===== src/hdl/rbd_pkg.sv =====
// package: encodings, phases and constants of the relative branch decoder
`default_nettype none
package rbd_pkg;
  localparam logic [7:0]  OPC_SIGN_SET       = 8'he6;
  localparam logic [7:0]  OPC_CARRY_CLEAR    = 8'he3;
  localparam logic [7:0]  OPC_SIGN_CLEAR     = 8'he7;
  localparam logic [7:0]  OPC_OVERFLOW_CLEAR = 8'he5;
  localparam logic [7:0]  OPC_ZERO_CLEAR     = 8'he1;
  localparam logic [4:0]  OPC_UNCOND_JUMP    = 5'h1a;
  localparam logic [3:0]  OPC_SET_FILE_BIT   = 4'h8;
  localparam logic [20:0] PC_RESET           = 21'h000000;
  localparam logic [20:0] PC_STEP            = 21'h000002;
  localparam logic [15:0] INSN_RESET         = 16'h0000;
  localparam logic [4:0]  FLAGS_RESET        = 5'h00;
  localparam int          FLAG_NEG           = 4;
  localparam int          FLAG_OV            = 3;
  localparam int          FLAG_ZERO          = 2;
  localparam int          FLAG_DC            = 1;
  localparam int          FLAG_CARRY         = 0;
  typedef enum logic [1:0] {
    Q1,
    Q2,
    Q3,
    Q4
  } rbd_phase_type;
endpackage : rbd_pkg
`default_nettype wire


===== src/hdl/rbd_target_if.sv =====
// interface: branch offset request and computed target between modules
`timescale 1ns/1ps
`default_nettype none
interface rbd_target_if;
  logic [20:0] pc;
  logic [10:0] offset;
  logic        wide;
  logic [20:0] target;
  modport core (output pc, output offset, output wide, input target);
  modport calc (input pc, input offset, input wide, output target);
endinterface : rbd_target_if
`default_nettype wire


===== src/hdl/rbd_target_calc.sv =====
// target adder: incremented pc plus twice the sign-extended offset
`timescale 1ns/1ps
`default_nettype none
module rbd_target_calc (
  rbd_target_if.calc tgt
);
  logic [20:0] ext;

  // sign extend either the 8-bit or the 11-bit field
  always_comb begin
    if (tgt.wide) begin
      ext = {{10{tgt.offset[10]}}, tgt.offset};
    end else begin
      ext = {{13{tgt.offset[7]}}, tgt.offset[7:0]};
    end
    tgt.target = tgt.pc + {ext[19:0], 1'b0};
  end
endmodule : rbd_target_calc
`default_nettype wire


===== src/hdl/rbd_decoder.sv =====
// relative branch decoder and executor with q1..q4 phase sequencing
`timescale 1ns/1ps
`default_nettype none
module rbd_decoder (
  input  wire logic        clock,
  input  wire logic        rst_n,
  input  wire logic [15:0] insn,
  input  wire logic [4:0]  flags_in,
  input  wire logic [7:0]  file_rdata,
  output var  logic [20:0] pc,
  output var  logic [4:0]  flags,
  output var  logic        fetch,
  output var  logic        nop_cycle,
  output var  logic        file_rd,
  output var  logic        file_wr,
  output var  logic [7:0]  file_addr,
  output var  logic [7:0]  file_wdata
);
  rbd_target_if tgt ();
  rbd_target_calc u_calc (
    .tgt (tgt)
  );

  rbd_pkg::rbd_phase_type phase;
  rbd_pkg::rbd_phase_type next_phase;
  logic [15:0] ir;
  logic [15:0] next_ir;
  logic        flush;
  logic        next_flush;
  logic        take;
  logic        next_take;
  logic [20:0] next_pc;
  logic [4:0]  next_flags;
  logic        next_fetch;
  logic        next_nop_cycle;
  logic        next_file_rd;
  logic        next_file_wr;
  logic [7:0]  next_file_addr;
  logic [7:0]  next_file_wdata;
  logic        cond;
  logic        is_branch;
  logic        is_setbit;

  // opcode and offset come from one word
  assign tgt.pc     = pc;
  assign tgt.offset = ir[10:0];
  assign tgt.wide   = (ir[15:11] == rbd_pkg::OPC_UNCOND_JUMP);

  // condition decode; a flushed cycle never branches
  always_comb begin
    cond      = 1'b0;
    is_branch = 1'b1;
    case (ir[15:8])
      rbd_pkg::OPC_SIGN_SET:       cond = flags[rbd_pkg::FLAG_NEG];
      rbd_pkg::OPC_CARRY_CLEAR:    cond = !flags[rbd_pkg::FLAG_CARRY];
      rbd_pkg::OPC_SIGN_CLEAR:     cond = !flags[rbd_pkg::FLAG_NEG];
      rbd_pkg::OPC_OVERFLOW_CLEAR: cond = !flags[rbd_pkg::FLAG_OV];
      rbd_pkg::OPC_ZERO_CLEAR:     cond = !flags[rbd_pkg::FLAG_ZERO];
      default: begin
        cond      = tgt.wide;
        is_branch = tgt.wide;
      end
    endcase
    is_setbit = (ir[15:12] == rbd_pkg::OPC_SET_FILE_BIT) && !flush;
  end

  // phase sequencing, pc update and data register access
  always_comb begin
    next_phase      = phase;
    next_ir         = ir;
    next_flush      = flush;
    next_take       = take;
    next_pc         = pc;
    // flags only follow the core, never a branch
    next_flags      = flags_in;
    next_fetch      = 1'b0;
    next_nop_cycle  = nop_cycle;
    next_file_rd    = 1'b0;
    next_file_wr    = 1'b0;
    next_file_addr  = file_addr;
    next_file_wdata = file_wdata;
    case (phase)
      rbd_pkg::Q1: begin
        next_phase = rbd_pkg::Q2;
        next_take  = 1'b0;
      end
      rbd_pkg::Q2: begin
        next_phase = rbd_pkg::Q3;
        if (is_setbit) begin
          next_file_rd   = 1'b1;
          next_file_addr = ir[7:0];
        end
      end
      rbd_pkg::Q3: begin
        next_phase = rbd_pkg::Q4;
        next_take  = is_branch && cond && !flush;
        if (is_setbit) begin
          next_file_wdata = file_rdata | (8'h01 << ir[11:9]);
        end
      end
      rbd_pkg::Q4: begin
        next_phase = rbd_pkg::Q1;
        next_fetch = 1'b1;
        next_ir    = insn;
        // pc written in q4, then one nop cycle
        if (take) begin
          next_pc        = tgt.target;
          next_flush     = 1'b1;
          next_nop_cycle = 1'b1;
        end else begin
          next_pc        = pc + rbd_pkg::PC_STEP;
          next_flush     = 1'b0;
          next_nop_cycle = 1'b0;
        end
        next_file_wr = is_setbit;
      end
      default: next_phase = rbd_pkg::Q1;
    endcase
  end

  // registers only
  always_ff @(posedge clock) begin
    if (!rst_n) begin
      phase      <= rbd_pkg::Q1;
      ir         <= rbd_pkg::INSN_RESET;
      flush      <= 1'b1;
      take       <= 1'b0;
      pc         <= rbd_pkg::PC_RESET;
      flags      <= rbd_pkg::FLAGS_RESET;
      fetch      <= 1'b0;
      nop_cycle  <= 1'b0;
      file_rd    <= 1'b0;
      file_wr    <= 1'b0;
      file_addr  <= 8'h00;
      file_wdata <= 8'h00;
    end else begin
      phase      <= next_phase;
      ir         <= next_ir;
      flush      <= next_flush;
      take       <= next_take;
      pc         <= next_pc;
      flags      <= next_flags;
      fetch      <= next_fetch;
      nop_cycle  <= next_nop_cycle;
      file_rd    <= next_file_rd;
      file_wr    <= next_file_wr;
      file_addr  <= next_file_addr;
      file_wdata <= next_file_wdata;
    end
  end

  // checks beside the logic
  a_taken_pc_load: assert property (@(posedge clock) disable iff (!rst_n)
    (phase == rbd_pkg::Q4 && take) |=> (pc == $past(tgt.target)))
    else $error("taken branch did not load target");
  a_nottaken_step: assert property (@(posedge clock) disable iff (!rst_n)
    (phase == rbd_pkg::Q4 && !take) |=> (pc == $past(pc) + rbd_pkg::PC_STEP))
    else $error("untaken pc did not step by one word");
  a_taken_nop: assert property (@(posedge clock) disable iff (!rst_n)
    (phase == rbd_pkg::Q4 && take) |=> nop_cycle ##4 !take)
    else $error("no operation cycle missing after taken branch");
  a_sign_set: assert property (@(posedge clock) disable iff (!rst_n)
    (phase == rbd_pkg::Q3 && !flush && ir[15:8] == rbd_pkg::OPC_SIGN_SET)
      |=> (take == $past(flags[rbd_pkg::FLAG_NEG])))
    else $error("sign set branch decision wrong");
  a_carry_clear: assert property (@(posedge clock) disable iff (!rst_n)
    (phase == rbd_pkg::Q3 && !flush && ir[15:8] == rbd_pkg::OPC_CARRY_CLEAR)
      |=> (take == !$past(flags[rbd_pkg::FLAG_CARRY])))
    else $error("carry clear branch decision wrong");
  a_sign_clear: assert property (@(posedge clock) disable iff (!rst_n)
    (phase == rbd_pkg::Q3 && !flush && ir[15:8] == rbd_pkg::OPC_SIGN_CLEAR)
      |=> (take == !$past(flags[rbd_pkg::FLAG_NEG])))
    else $error("sign clear branch decision wrong");
  a_ovf_clear: assert property (@(posedge clock) disable iff (!rst_n)
    (phase == rbd_pkg::Q3 && !flush && ir[15:8] == rbd_pkg::OPC_OVERFLOW_CLEAR)
      |=> (take == !$past(flags[rbd_pkg::FLAG_OV])))
    else $error("overflow clear branch decision wrong");
  a_zero_clear: assert property (@(posedge clock) disable iff (!rst_n)
    (phase == rbd_pkg::Q3 && !flush && ir[15:8] == rbd_pkg::OPC_ZERO_CLEAR)
      |=> (take == !$past(flags[rbd_pkg::FLAG_ZERO])))
    else $error("zero clear branch decision wrong");
  a_uncond_take: assert property (@(posedge clock) disable iff (!rst_n)
    (phase == rbd_pkg::Q3 && !flush && ir[15:11] == rbd_pkg::OPC_UNCOND_JUMP) |=> take)
    else $error("unconditional jump not taken");
  a_flags_follow: assert property (@(posedge clock) disable iff (!rst_n)
    1'b1 |=> (flags == $past(flags_in)))
    else $error("flags altered by decoder");
  a_setbit_write: assert property (@(posedge clock) disable iff (!rst_n)
    file_rd |-> ##2 (file_wr && file_wdata[$past(ir[11:9], 2)]
      && file_addr == $past(ir[7:0], 2)))
    else $error("set bit write missing");
  // a word is only ever loaded as the first phase begins
  a_fetch_q1: assert property (@(posedge clock) disable iff (!rst_n)
    fetch |-> (phase == rbd_pkg::Q1))
    else $error("fetch outside first phase");
  c_taken: cover property (@(posedge clock) phase == rbd_pkg::Q4 && take);
  c_untaken: cover property (@(posedge clock)
    phase == rbd_pkg::Q4 && !take && !flush && ir[15:13] == 3'h7);
  c_uncond: cover property (@(posedge clock) take && tgt.wide);
  c_setbit: cover property (@(posedge clock) file_wr);
endmodule : rbd_decoder
`default_nettype wire


===== config.mk =====
export PLATFORM = sky130hd
export DESIGN_NAME = rbd_decoder
export DESIGN_NICKNAME = d
export VERILOG_FILES = /design/src/hdl/rbd_pkg.sv /design/src/hdl/rbd_target_if.sv /design/src/hdl/rbd_target_calc.sv /design/src/hdl/rbd_decoder.sv
export SDC_FILE = /design/constraint.sdc
export NUM_CORES = 1
export LEC_CHECK = 0
export ABC_AREA = 1
export ABC_CLOCK_PERIOD_IN_PS = 2500
export BUFFER_PORTS_ARGS = -buffer_cell sky130_fd_sc_hd__clkbuf_2
export CAP_MARGIN = 5
export CORE_ASPECT_RATIO = 2
export CORE_MARGIN = 2
export CORE_UTILIZATION = 34
export CTS_CLUSTER_DIAMETER = 30
export DETAILED_ROUTE_END_ITERATION = 16
export GPL_ROUTABILITY_DRIVEN = 1
export PLACE_DENSITY = 0.53
export SLEW_MARGIN = 0
export SYNTH_ARGS = -nofsm -noshare
export SYNTH_HDL_FRONTEND = slang
export SYNTH_SLANG_ARGS = --single-unit

===== constraint.sdc =====
create_clock -name clock -period 2.5 [get_ports clock]
set_clock_uncertainty 0.2 [all_clocks]
set_input_delay 0.125 -clock clock [delete_from_list [all_inputs] [get_ports clock]]
set_output_delay 0.125 -clock clock [all_outputs]
set_load 0.01 [all_outputs]

==> flow_metrics.env <==
export IMPL_crit_top_cell="nand2_4"
export IMPL_critPathCaptureType="register"
export IMPL_fin_area_sq_mm=0.00545
export IMPL_fin_util=0.520
export IMPL_path_buf_inv=3
export IMPL_slew_viol_final=0
export IMPL_clockRootBuffer="clkbuf_16"
export IMPL_synthCells=542
export IMPL_die_w_um=77.1
export IMPL_clock_path_buffers=2
export IMPL_core_area_sq_mm=0.0105
export IMPL_final_hold_viol_count=0
export IMPL_io_buffer_count=75
export IMPL_nFillCells=1076
export IMPL_synth_top_cell_by_area="dfxtp_1"
export IMPL_yosysMostFrequentCell="nand2_1"
export IMPL_wl_per_cell_um=13.9
export IMPL_clock_fmax_mhz=395
export IMPL_finalCritPeriodShare=1.01
export IMPL_dp_hpwl_um=8570
export IMPL_drt_pre_antenna_iters=4
export IMPL_die_area_sq_mm=0.0116
export IMPL_cts_tree="built"
export IMPL_arrival_ps=2560
export IMPL_wl_um=11500
export IMPL_worstPathRequired_ps=2530
export IMPL_cellLeakagePower_nw=2.76
export IMPL_crit_path_start_kind="register"
export IMPL_synth_seq_cells=65
export IMPL_antenna_left=0
export IMPL_setup_viol=2
export IMPL_dominantRegCellSynth="dfxtp_1"
export IMPL_postSynthAreaPerCell_sq_um=6.71
export IMPL_min_from="rst_n"
export IMPL_synth_edf_count=0
export IMPL_clock_sinks=65
export IMPL_synth_seq_area_share=0.358
export IMPL_clk_pin_slew_ps=60
export IMPL_drc_errors=0
export IMPL_grtUsageTotal=0.204
export IMPL_final_cells=831
export IMPL_cpMaxStageDelayCell="dfxtp_2"
export IMPL_cts_buffers=9
export IMPL_rsz0062_at_grt="true"
export IMPL_place_congestion=0.920
export IMPL_ys_async_sr_fraction=0
export IMPL_hp_class="in -> reg"
export IMPL_placed_area_sq_mm=0.00438
export IMPL_clock_latency_ps=330
export IMPL_power_density_mw_per_mm2=571
export IMPL_status="complete, but fails checks"
export IMPL_grt_max_degree=27
export IMPL_worstReg2RegStart="ir[15]"
export IMPL_antenna_found_initial=0
export IMPL_via_count=3950
export IMPL_synth_nets=597
export IMPL_ios=77
export IMPL_crit_fanout=5
export IMPL_syn2layout_area_growth_pct=49.9
export IMPL_syn_area_sq_mm=0.00364
export IMPL_grt_pass1_vias=3968
export IMPL_crit_family="simple AND/OR/NAND/NOR gates"
export IMPL_finalCriticalPeriod_ps=2530
export IMPL_violations="negative setup slack"
export IMPL_slowest_delay_ps=350
export IMPL_n_antenna_cell=0
export IMPL_synthTopCellsByCount="nand2_1, nor2_1, inv_1"
export IMPL_routed_via_density=4.75
export IMPL_drive_gt1_frac=0.308
export IMPL_die_h_um=150
export IMPL_maxCapViolCount=0
export IMPL_irDropWorstVdd_mv=0.331
export IMPL_htree_levels=3
export IMPL_synth_top_area_share=0.358
export IMPL_synth_warnings=0
export IMPL_path_class="reg -> reg"
export IMPL_start_util=0.347
export IMPL_ys_types=31
export IMPL_finalWorstSetupSlack_ps=-32.3
export IMPL_crit_chain="nand2_4, nor2_4, nand2_2, nand2_4, nand2_4, nand2_4, clkinvlp_4, buf_6, ha_4, nand2_4, nor2_4, nand2_1, nor2_1, nand2_1, nand3_1, nand2_1, nand3_1, nand2_1, inv_1, nor2_1"
export IMPL_dp_cells=774
export IMPL_drt_iter0_markers=153
export IMPL_synth_area_leaders="dfxtp_1, nand2_1, nor2_1"
export IMPL_startpoint="ir[15]"
export IMPL_gr_total_overflow=0
export IMPL_std_cell_rows=53
export IMPL_grt_pass1_wl_um=18700
export IMPL_reg2reg_slack_ps=-30
export IMPL_nNetsFinal=744
where the power goes:
group	switching, W	leakage (nW)	total (W)	internal [W]
clock	0.000510	0.128	0.00119	0.000677
sequential	0.0000930	0.529	0.00123	0.00114
combinational	0.000392	2.10	0.000699	0.000307
total	0.000994	2.76	0.00312	0.00212
stage by stage:
stage / total power [W] / TNS, ps / hold WS (ps) / setup WS (ps)
floorplan: 0.00158 / 0 / 22.6 / 77.1
global placement: 0.00182 / -792 / 106 / -157
detailed placement: 0.00183 / -1340 / 118 / -248
CTS: 0.00312 / -149 / 102 / -63.3
global route: 0.00330 / -1650 / 135 / -283
finish: 0.00312 / -51.0 / 114 / -32.3
layout by cell type (no fill, tap or decap), types with 2 or more instances in the layout:
| cell type | n |
|---|---|
| nor2_1 | 73 |
| ha_1 | 14 |
| nor2_2 | 6 |
| nor2_4 | 9 |
| clkinvlp_4 | 4 |
| nand3_1 | 37 |
| nand2_2 | 8 |
| nand4_1 | 4 |
| a21oi_2 | 8 |
| clkinv_1 | 2 |
| xor2_1 | 8 |
| a31oi_1 | 3 |
| a21o_1 | 2 |
| inv_1 | 59 |
| dfxtp_1 | 62 |
| ha_4 | 9 |
| o211ai_1 | 3 |
| nor3_1 | 6 |
| or2_2 | 2 |
| a21oi_1 | 35 |
| inv_6 | 2 |
| inv_2 | 7 |
| buf_4 | 45 |
| nand2_4 | 7 |
| dfxtp_2 | 3 |
| buf_6 | 3 |
| a21oi_4 | 2 |
| o21ai_0 | 36 |
| nand2_1 | 95 |
| clkbuf_16 | 9 |
| clkbuf_2 | 75 |
| o21ai_1 | 6 |
| nand3_2 | 4 |
| dlygate4sd3_1 | 29 |
repair_timing:
item                                   in CTS  in global routing
endpoints found under the hold margin      29                  0
pin swaps                                  18                 33
resized for setup                          48                 53
hold buffers                               29                  0
buffers inserted                            7                  5
setup endpoints to repair                   9                 11
cell families after synthesis:
| kind of cell | Yosys count | synth area share |
|---|---|---|
| compound gates | 102 | 0.149 |
| xor+xnor | 9 | 0.0217 |
| fa+ha+maj | 24 | 0.0846 |
| buf+inv | 86 | 0.0939 |
| flops | 65 | 0.358 |
| other cells | 1 | 0.00103 |
| simple gates | 255 | 0.292 |
area by class of cell:
class | instances | area (sq um) | area share
clock inverter | 7 | 53.8 | 0.00987
tap | 137 | 171 | 0.0314
inverter | 69 | 263 | 0.0482
sequential | 65 | 1310 | 0.239
multi-input combinational | 391 | 2380 | 0.436
timing repair buffer | 153 | 1060 | 0.194
clock buffer | 9 | 225 | 0.0413
flip-flops by register name (all words and copies together) (netlist names):
signal / flops
file_wr: 1
phase: 2
ir: 16
flags: 5
flush: 1
file_wdata: 8
file_rd: 1
fetch: 1
pc: 20
file_addr: 8
take: 1
nop_cycle: 1
worst min-delay path: stages:
cell	delay, ps
clkbuf_2	310
nand2_1	140
inv_1	30
per-layer routing:
metal,up-vias,share of wire,global-route usage
li1,2045,-,-
met1,1808,0.38,0.206
met2,69,0.56,0.396
met3,28,0.021,0.0288
met4,0,0.042,0.107
met5,-,0,0
path summary, 6_finish.rpt:
path	to	depth (start not counted)
worst max-delay path	pc[20]	20
worst max register to register	pc[20]	20
worst min-delay path	flags[2]	3
worst min register to register	nop_cycle	2
No activity file was read; power rests on OpenSTA's default activity.
